[src/cmp_pkg.sv]
package cmp_pkg;

  // register indices; byte address is four times the index
  localparam logic [7:0]  CTRL_INDEX      = 8'h9B;
  localparam logic [7:0]  MODE_INDEX      = 8'h9D;
  localparam logic [7:0]  INSEL_INDEX     = 8'h9F;
  localparam logic [7:0]  INT_STAT_INDEX  = 8'hA0;
  localparam logic [7:0]  INT_MASK_INDEX  = 8'hA1;

  // control register fields
  localparam int          CTRL_EN_BIT     = 7;
  localparam int          CTRL_OUT_BIT    = 6;
  localparam int          CTRL_RISE_BIT   = 5;
  localparam int          CTRL_FALL_BIT   = 4;
  localparam int          CTRL_HYP_LSB    = 2;
  localparam int          CTRL_HYN_LSB    = 0;
  localparam logic [7:0]  CTRL_RESET      = 8'h00;

  // mode register fields
  localparam int          MODE_RISE_IE    = 5;
  localparam int          MODE_FALL_IE    = 4;
  localparam int          MODE_MD_LSB     = 0;
  localparam logic [7:0]  MODE_RESET      = 8'h02;

  // input select fields
  localparam int          INSEL_NEG_LSB   = 4;
  localparam int          INSEL_POS_LSB   = 0;
  localparam logic [7:0]  INSEL_RESET     = 8'h77;

  // interrupt status and mask layout
  localparam int          INT_RISE_BIT    = 1;
  localparam int          INT_FALL_BIT    = 0;
  localparam logic [1:0]  INT_RESET       = 2'h0;

  // bus answers
  localparam logic [1:0]  RESP_OKAY       = 2'h0;
  localparam logic [1:0]  RESP_SLVERR     = 2'h2;

  typedef enum logic [2:0] {
    SEL_CTRL  = 3'h0,
    SEL_MODE  = 3'h1,
    SEL_INSEL = 3'h2,
    SEL_STAT  = 3'h3,
    SEL_MASK  = 3'h4,
    SEL_NONE  = 3'h7
  } reg_sel_e;

endpackage

[src/compare_sync.sv]
`timescale 1ns/10ps
`default_nettype none

module compare_sync (
  input  wire logic mclk,
  input  wire logic rst,
  input  wire logic asyncIn,
  output logic      syncOut
);

  typedef struct packed {
    logic ff1;
    logic ff2;
    logic ff3;
    logic stable;
  } sync_s;

  sync_s state_reg;
  sync_s state_next;

  // first stage feeds only the second; change counts once stages two and three agree
  always_comb begin
    state_next        = state_reg;
    state_next.ff1    = asyncIn;
    state_next.ff2    = state_reg.ff1;
    state_next.ff3    = state_reg.ff2;
    if (state_reg.ff2 == state_reg.ff3) begin
      state_next.stable = state_reg.ff3;
    end
  end

  always_ff @(posedge mclk or posedge rst) begin
    if (rst) begin
      state_reg <= '0;
    end else begin
      state_reg <= state_next;
    end
  end

  assign syncOut = state_reg.stable;

endmodule

`default_nettype wire

[src/voltage_comparator_control.sv]
`timescale 1ns/10ps
`default_nettype none

// Functional notes
// - falling edge of comparator output sets fall flag, control bit 4
// - rising edge of comparator output sets rise flag, control bit 5
// - edge flags stay set until software writes zero
// - control bit 6 is read-only present comparator result
// - control bit 7 enables comparator, resets to zero
// - disabled comparator drives its pin outputs low
// - enabled comparator with low output requests oscillator wake
// - one clock-registered output and one raw unclocked output
// - control bits 3..2 pick positive hysteresis, forwarded to analog core
// - control bits 1..0 pick negative hysteresis, forwarded to analog core
// - input select upper nibble picks negative input pin
// - input select lower nibble picks positive input pin
// - mode bits 5 and 4 enable rise and fall interrupt requests
// - edge interrupt needs local enable and matching global rise or fall interrupt enable
// - mode bits 1..0 select response time, reset value 0x02
// - mode bit 7 reserved, unused mode bits read zero, ignore writes
module voltage_comparator_control
  import cmp_pkg::*;
#(
  parameter int ADDR_W = 12
) (
  input  wire logic              mclk,
  input  wire logic              rst,
  input  wire logic [ADDR_W-1:0] awaddr,
  input  wire logic              awvalid,
  output logic                   awready,
  input  wire logic [31:0]       wdata,
  input  wire logic [3:0]        wstrb,
  input  wire logic              wvalid,
  output logic                   wready,
  output logic [1:0]             bresp,
  output logic                   bvalid,
  input  wire logic              bready,
  input  wire logic [ADDR_W-1:0] araddr,
  input  wire logic              arvalid,
  output logic                   arready,
  output logic [31:0]            rdata,
  output logic [1:0]             rresp,
  output logic                   rvalid,
  input  wire logic              rready,
  input  wire logic              compareIn,
  input  wire logic              globalRiseIrqEnable,
  input  wire logic              globalFallIrqEnable,
  output logic                   compareEnable,
  output logic [1:0]             posHystSel,
  output logic [1:0]             negHystSel,
  output logic [3:0]             posInputSel,
  output logic [3:0]             negInputSel,
  output logic [1:0]             responseModeSel,
  output logic                   syncedCompareOut,
  output logic                   rawCompareOut,
  output logic                   wakeRequest,
  output logic                   riseIrqReq,
  output logic                   fallIrqReq,
  output logic                   irq
);

  typedef enum logic [1:0] {
    WR_COLLECT = 2'b01,
    WR_RESP    = 2'b10
  } wr_state_e;

  typedef struct packed {
    wr_state_e   wrState;
    logic        awHeld;
    logic [ADDR_W-1:0] awAddr;
    logic        wHeld;
    logic [7:0]  wByte;
    logic        wLane;
    logic        awReady;
    logic        wReady;
    logic        bValid;
    logic [1:0]  bResp;
    logic        arReady;
    logic        rValid;
    logic [7:0]  rByte;
    logic [1:0]  rResp;
    logic        enable;
    logic        riseFlag;
    logic        fallFlag;
    logic [1:0]  posHyst;
    logic [1:0]  negHyst;
    logic        riseIe;
    logic        fallIe;
    logic [1:0]  respMode;
    logic [7:0]  inSel;
    logic        prevOut;
    logic [1:0]  intStat;
    logic [1:0]  intMask;
    logic        syncedOut;
    logic        riseReq;
    logic        fallReq;
    logic        irqOut;
  } ctl_s;

  ctl_s state_reg;
  ctl_s state_next;

  logic compareResult;
  logic riseEdge;
  logic fallEdge;
  logic ctrlWrite;

  function automatic reg_sel_e decodeAddr(input logic [ADDR_W-1:0] addr);
    reg_sel_e sel;
    sel = SEL_NONE;
    if (addr[1:0] == 2'h0) begin
      case (addr[ADDR_W-1:2])
        (ADDR_W-2)'(CTRL_INDEX):     sel = SEL_CTRL;
        (ADDR_W-2)'(MODE_INDEX):     sel = SEL_MODE;
        (ADDR_W-2)'(INSEL_INDEX):    sel = SEL_INSEL;
        (ADDR_W-2)'(INT_STAT_INDEX): sel = SEL_STAT;
        (ADDR_W-2)'(INT_MASK_INDEX): sel = SEL_MASK;
        default:                     sel = SEL_NONE;
      endcase
    end
    return sel;
  endfunction

  compare_sync u_sync (
    .mclk    (mclk),
    .rst     (rst),
    .asyncIn (compareIn),
    .syncOut (compareResult)
  );

  assign riseEdge = state_reg.enable & compareResult & ~state_reg.prevOut;
  assign fallEdge = state_reg.enable & ~compareResult & state_reg.prevOut;

  assign ctrlWrite = (state_reg.wrState == WR_COLLECT) & state_reg.awHeld & state_reg.wHeld
                     & state_reg.wLane & (decodeAddr(state_reg.awAddr) == SEL_CTRL);

  always_comb begin
    state_next         = state_reg;
    state_next.prevOut = compareResult;

    // write address and data may arrive in either order
    if (awvalid && state_reg.awReady) begin
      state_next.awHeld = 1'b1;
      state_next.awAddr = awaddr;
    end
    if (wvalid && state_reg.wReady) begin
      state_next.wHeld = 1'b1;
      state_next.wByte = wdata[7:0];
      state_next.wLane = wstrb[0];
    end

    case (state_reg.wrState)
      WR_COLLECT: begin
        if (state_reg.awHeld && state_reg.wHeld) begin
          state_next.awHeld  = 1'b0;
          state_next.wHeld   = 1'b0;
          state_next.bValid  = 1'b1;
          state_next.bResp   = RESP_OKAY;
          state_next.wrState = WR_RESP;
          if (state_reg.wLane) begin
            case (decodeAddr(state_reg.awAddr))
              SEL_CTRL: begin
                state_next.enable   = state_reg.wByte[CTRL_EN_BIT];
                state_next.riseFlag = state_reg.wByte[CTRL_RISE_BIT];
                state_next.fallFlag = state_reg.wByte[CTRL_FALL_BIT];
                state_next.posHyst  = state_reg.wByte[CTRL_HYP_LSB +: 2];
                state_next.negHyst  = state_reg.wByte[CTRL_HYN_LSB +: 2];
              end
              SEL_MODE: begin
                state_next.riseIe   = state_reg.wByte[MODE_RISE_IE];
                state_next.fallIe   = state_reg.wByte[MODE_FALL_IE];
                state_next.respMode = state_reg.wByte[MODE_MD_LSB +: 2];
              end
              SEL_INSEL: state_next.inSel = state_reg.wByte;
              SEL_STAT:  state_next.intStat = state_reg.intStat & ~state_reg.wByte[1:0];
              SEL_MASK:  state_next.intMask = state_reg.wByte[1:0];
              default:   state_next.bResp = RESP_SLVERR;
            endcase
          end else if (decodeAddr(state_reg.awAddr) == SEL_NONE) begin
            state_next.bResp = RESP_SLVERR;
          end
        end
      end
      WR_RESP: begin
        if (bready) begin
          state_next.bValid  = 1'b0;
          state_next.wrState = WR_COLLECT;
        end
      end
      default: begin
        state_next.wrState = WR_COLLECT;
        state_next.bValid  = 1'b0;
      end
    endcase

    // hardware set wins over a software clear in the same cycle
    // rise and fall flag set
    if (riseEdge) begin
      state_next.riseFlag = 1'b1;
      state_next.intStat[INT_RISE_BIT] = 1'b1;
    end
    if (fallEdge) begin
      state_next.fallFlag = 1'b1;
      state_next.intStat[INT_FALL_BIT] = 1'b1;
    end

    // read path; one read in flight at a time
    if (state_reg.rValid && rready) begin
      state_next.rValid = 1'b0;
    end
    if (arvalid && state_reg.arReady) begin
      state_next.rValid = 1'b1;
      state_next.rResp  = RESP_OKAY;
      case (decodeAddr(araddr))
        SEL_CTRL:  state_next.rByte = {state_reg.enable, compareResult, state_reg.riseFlag,
                                       state_reg.fallFlag, state_reg.posHyst, state_reg.negHyst};
        SEL_MODE:  state_next.rByte = {2'h0, state_reg.riseIe, state_reg.fallIe, 2'h0, state_reg.respMode};
        SEL_INSEL: state_next.rByte = state_reg.inSel;
        SEL_STAT:  state_next.rByte = {6'h00, state_reg.intStat};
        SEL_MASK:  state_next.rByte = {6'h00, state_reg.intMask};
        default: begin
          state_next.rByte = 8'h00;
          state_next.rResp = RESP_SLVERR;
        end
      endcase
    end

    state_next.awReady = (state_next.wrState == WR_COLLECT) & ~state_next.awHeld;
    state_next.wReady  = (state_next.wrState == WR_COLLECT) & ~state_next.wHeld;
    state_next.arReady = ~state_next.rValid;

    state_next.syncedOut = state_reg.enable & compareResult;
    state_next.riseReq = state_reg.riseFlag & state_reg.riseIe;
    state_next.fallReq = state_reg.fallFlag & state_reg.fallIe;
    // local and global enables both needed
    state_next.irqOut = |(state_reg.intStat & state_reg.intMask
                          & {state_reg.riseIe & globalRiseIrqEnable,
                             state_reg.fallIe & globalFallIrqEnable});
  end

  always_ff @(posedge mclk or posedge rst) begin
    if (rst) begin
      state_reg          <= '0;
      state_reg.wrState  <= WR_COLLECT;
      state_reg.awReady  <= 1'b1;
      state_reg.wReady   <= 1'b1;
      state_reg.arReady  <= 1'b1;
      state_reg.enable   <= CTRL_RESET[CTRL_EN_BIT];
      state_reg.posHyst  <= CTRL_RESET[CTRL_HYP_LSB +: 2];
      state_reg.negHyst  <= CTRL_RESET[CTRL_HYN_LSB +: 2];
      state_reg.riseIe   <= MODE_RESET[MODE_RISE_IE];
      state_reg.fallIe   <= MODE_RESET[MODE_FALL_IE];
      state_reg.respMode <= MODE_RESET[MODE_MD_LSB +: 2];
      state_reg.inSel    <= INSEL_RESET;
      state_reg.intStat  <= INT_RESET;
      state_reg.intMask  <= INT_RESET;
    end else begin
      state_reg <= state_next;
    end
  end

  assign awready          = state_reg.awReady;
  assign wready           = state_reg.wReady;
  assign bvalid           = state_reg.bValid;
  assign bresp            = state_reg.bResp;
  assign arready          = state_reg.arReady;
  assign rvalid           = state_reg.rValid;
  assign rresp            = state_reg.rResp;
  assign rdata            = {24'h000000, state_reg.rByte};
  assign compareEnable    = state_reg.enable;
  assign posHystSel       = state_reg.posHyst;
  assign negHystSel       = state_reg.negHyst;
  assign posInputSel      = state_reg.inSel[INSEL_POS_LSB +: 4];
  assign negInputSel      = state_reg.inSel[INSEL_NEG_LSB +: 4];
  assign responseModeSel  = state_reg.respMode;
  assign syncedCompareOut = state_reg.syncedOut;
  assign riseIrqReq       = state_reg.riseReq;
  assign fallIrqReq       = state_reg.fallReq;
  assign irq              = state_reg.irqOut;

  // raw path must work with the clock stopped, so it bypasses all flops but the enable
  // raw unclocked output
  assign rawCompareOut = state_reg.enable & compareIn;
  assign wakeRequest   = state_reg.enable & ~compareIn;
endmodule

`default_nettype wire

[config.mk]
export PLATFORM = sky130hd
export DESIGN_NAME = voltage_comparator_control
export DESIGN_NICKNAME = d
export VERILOG_FILES = /design/src/cmp_pkg.sv /design/src/compare_sync.sv /design/src/voltage_comparator_control.sv
export SDC_FILE = /design/constraint.sdc
export NUM_CORES = 1
export LEC_CHECK = 0
export BUFFER_PORTS_ARGS = -buffer_cell sky130_fd_sc_hd__buf_4
export CORE_MARGIN = 10
export CORE_UTILIZATION = 44
export CTS_CLUSTER_DIAMETER = 120
export DETAILED_ROUTE_END_ITERATION = 10
export GPL_TIMING_DRIVEN = 0
export PLACE_DENSITY = 0.76
export SYNTH_ARGS = -nofsm -noshare
export SYNTH_HDL_FRONTEND = slang
export SYNTH_SLANG_ARGS = --single-unit
[constraint.sdc]
create_clock -name mclk -period 2.5 [get_ports mclk]
set_clock_uncertainty 0.15 [all_clocks]
set_input_delay 0.5 -clock mclk [delete_from_list [all_inputs] [get_ports mclk]]
set_output_delay 0.5 -clock mclk [all_outputs]
set_load 0.01 [all_outputs]
==> metrics.yaml <==
setup_path:
  rr_worst_depth: 5
  timing.rr.start: "state_reg[68]$_DFF_PP1_"
  crit_fanout: 7
  crit_path_top_delay_cell: "dfstp_2"
  crit_chain: "ha_1 -> nand3_1 -> nor4_4 -> nand4b_2 -> mux2_2"
  r2r-end: "negHystSel[1]$_DFFE_PP0P_"
  r2r_slack_ns: 0.18
  critPathKind: "reg -> reg"
  end_kind: "flip-flop"
  cp-start-kind: "flip-flop"
  cp.arrival_ns: 2.40
  critPathRequiredTime_ns: 2.58
  cpPeakStageDelay_ns: 0.56
die:
  die_w_um: 108.7
  die-area_mm2: 0.01182
  io_pins: 132
  die_h_um: 108.7
  initial_utilization: 0.4507
  rows: 32
  core_area_mm2: 0.007687
routing:
  drt-initial-drc-count: 39
  wl_per_cell_um: 14.65
  wirelength_mm: 7.590
  antenna_left: 0
  first_pass_iters: 4
  num_vias: 2443
  viasPerCell: 4.716
  drcViolationCount: 0
placed_design:
  place_congestion: 0.7925
  dpl_cell_area_mm2: 0.004259
  dp_slack_ns: 0.1200
  portBuffers: 76
  dp_hpwl_mm: 5.977
timing:
  hold_violations: 0
  rsz0062_at_grt: "no"
  slew-limit-headroom: 0.4259
  fin_crit_ns: 2.324
  period_share: 0.9296
  setup_viol: 0
  fin_ws_ns: 0.1759
  finalMaxSlewViolations: 0
  fmax_mhz: 430.3
  fin_setup_tns_ns: 0
  worst_pin_slew_ns: 0.8611
grt:
  track_usage: 0.1346
  grt_max_degree: 73
  grt_pass1_wl_mm: 12.42
  busiest_layer: "met2"
  use_met3: 0.07198
  grt_overflow: 0
  antenna_found_initial: 0
  grt_use_met1: 0.1599
  grt_pass1_vias: 2518
  grt_use_met2: 0.2009
power:
  power_frac_clock: 0.266
  total_power_mw: 3.285
  power_leakage_nw: 2.264
  net-switching-power_mw: 0.9651
  seq_power_share: 0.504
  power_density_mw_per_mm2: 738.3
  peakVddDrop_mv: 0.5380
  comb_power_share: 0.230
  swShare: 0.2938
  intPower_mw: 2.320
final_layout:
  drive_gt1_frac: 0.4784
  fin_util: 0.5788
  final_area_mm2: 0.004449
  antenna_cells: 0
  area_delta_synth_final_pct: 28.42
  nNetsFinal: 483
  largest_reg_flops: 34
cts:
  cts_made_buffers: 9
  cts_root_buffer: "clkbuf_8"
  ctsResizeCount: 0
  clockBufferDepth: 2
  cts_tree: "built"
  cts_setup_buffers: 0
  clkSinkCount: 72
  h-tree-depth: 3
  clkTransAtPathRegs_ns: 0.07
  clock_latency_ns: 0.34
  cts_hold_buffers: 0
flow_run:
  drv_cap: 0
synth:
  ys_ff_latch: 72
  netlist_instances: 299
  syn_area_mm2: 0.003465
  synth_ff_type: "dfrtp_1"
  yosysWarnings: 0
  synth-edff-count: 0
  ys_types: 41
  avgSynthCellArea_um2: 11.59
  ys_async_sr_fraction: 1.000
  synth-seq-area-share: 0.5240
outcome:
  outcome: "finished clean"
min_path:
  hp-start: "compareIn"
  whs_endpoint: "u_sync.state_next[2]$_DFF_PP0_"
  whs_path_depth: 1
  worstHoldPathType: "in -> reg"
-- worst max-delay path: cells and delay by family, from the launching register on --
kind | cells | cell delay (ns)
muxes | 1 | 0.38
adders and majority gates | 1 | 0.19
DFF | 1 | 0.56
and+or+nand+nor | 3 | 0.92
-- area by class of cell --
class	count	area, um2
repair buffers	76	570.5
clock buffers	16	190.2
fillers	673	3238
multi-input cells	190	1323
inverters	8	32.53
well taps	102	127.6
flip-flops and latches	72	1815
plain buffers	54	390.4
-- logic make-up after synthesis --
group,Yosys count,share of synthesized area
compound gates,28,0.05201
fa+ha+maj,3,0.01011
buf+inv,62,0.1213
flops,72,0.5240
mux,50,0.1589
other cells,1,0.001082
simple gates,83,0.1325
-- Yosys cell counts (all sizes together), types with 2 or more instances --
master / n / area share
dfrtp: 61 / 0.44
buf: 50 / 0.11
mux2: 40 / 0.13
nand2: 21 / 0.023
nor2: 21 / 0.023
dfstp: 11 / 0.083
a21oi: 10 / 0.014
mux2i: 10 / 0.029
inv: 8 / 0.0087
o21ai: 7 / 0.010
nand3: 5 / 0.0072
nand4: 5 / 0.0090
nand4b: 5 / 0.014
and2: 4 / 0.0072
clkbuf: 4 / 0.0043
nor2b: 4 / 0.0072
nor3: 4 / 0.0058
nor4: 3 / 0.0098
a22o: 2 / 0.0051
a32oi: 2 / 0.0051
ha: 2 / 0.0072
nand2b: 2 / 0.0036
o31ai: 2 / 0.0043
-- power groups by stage --
stage | combinational [mW] | sequential [mW] | clock (mW)
final | 0.756 | 1.66 | 0.873
after global routing | 0.857 | 1.70 | 0.956
after CTS | 0.764 | 1.66 | 0.897
after detailed placement | 0.762 | 1.68 | 0
after global placement | 0.730 | 1.66 | 0
after floorplan | 0.557 | 1.62 | 0
-- worst max path at each step --
stage                                          from                         to  slack, ns  cells past startpoint
final                       state_reg[68]$_DFF_PP1_  negHystSel[1]$_DFFE_PP0P_       0.18                      5
after global routing        state_reg[68]$_DFF_PP1_  state_reg[26]$_DFFE_PP0P_       0.03                      6
after CTS                 state_reg[66]$_DFFE_PP0P_  negHystSel[1]$_DFFE_PP0P_       0.13                      4
after detailed placement                 araddr[11]       rdata[3]$_DFFE_PP0P_       0.12                      5
after global placement                          rst       rdata[5]$_DFFE_PP0P_      -0.73                      2
after floorplan                                 rst       bresp[1]$_DFFE_PP0P_       0.04                      1
-- per-stage QoR --
| stage | hold slack [ns] | instances |
|---|---|---|
| after global placement | 0.1863 | 502 |
| after CTS | 0.1107 | 518 |
| after floorplan | 0.1812 | 324 |
| final | 0.1250 | 518 |
| after global routing | 0.1022 | 518 |
| after detailed placement | 0.1913 | 502 |
-- cell usage in the layout (no fill, tap or decap), types with 2 or more instances in the layout --
master / netlist / layout
a21oi_1: 10 / 10
a22o_1: 2 / 2
a32oi_1: 2 / 2
and2_1: 4 / 4
buf_4: 50 / 126
clkbuf_1: 4 / 7
clkbuf_8: 0 / 13
conb_1: 1 / 26
dfrtp_1: 61 / 61
dfstp_2: 11 / 11
ha_1: 2 / 2
inv_1: 8 / 7
mux2_2: 40 / 40
mux2i_1: 10 / 10
nand2_1: 21 / 21
nand2b_1: 2 / 2
nand3_1: 5 / 5
nand4_1: 5 / 5
nand4b_1: 4 / 4
nor2_1: 21 / 21
nor2b_1: 4 / 4
nor3_1: 4 / 4
nor4_1: 2 / 2
o21ai_0: 7 / 7
o31ai_1: 2 / 2
-- metal layers --
| metal | routed length [um] | part of all wire |
|---|---|---|
| met1 | 3192 | 0.42 |
| met5 | 0 | 0 |
| met4 | 103 | 0.014 |
| met3 | 990 | 0.13 |
| met2 | 3304 | 0.44 |
Note: power is estimated with default switching activity, not from simulation.
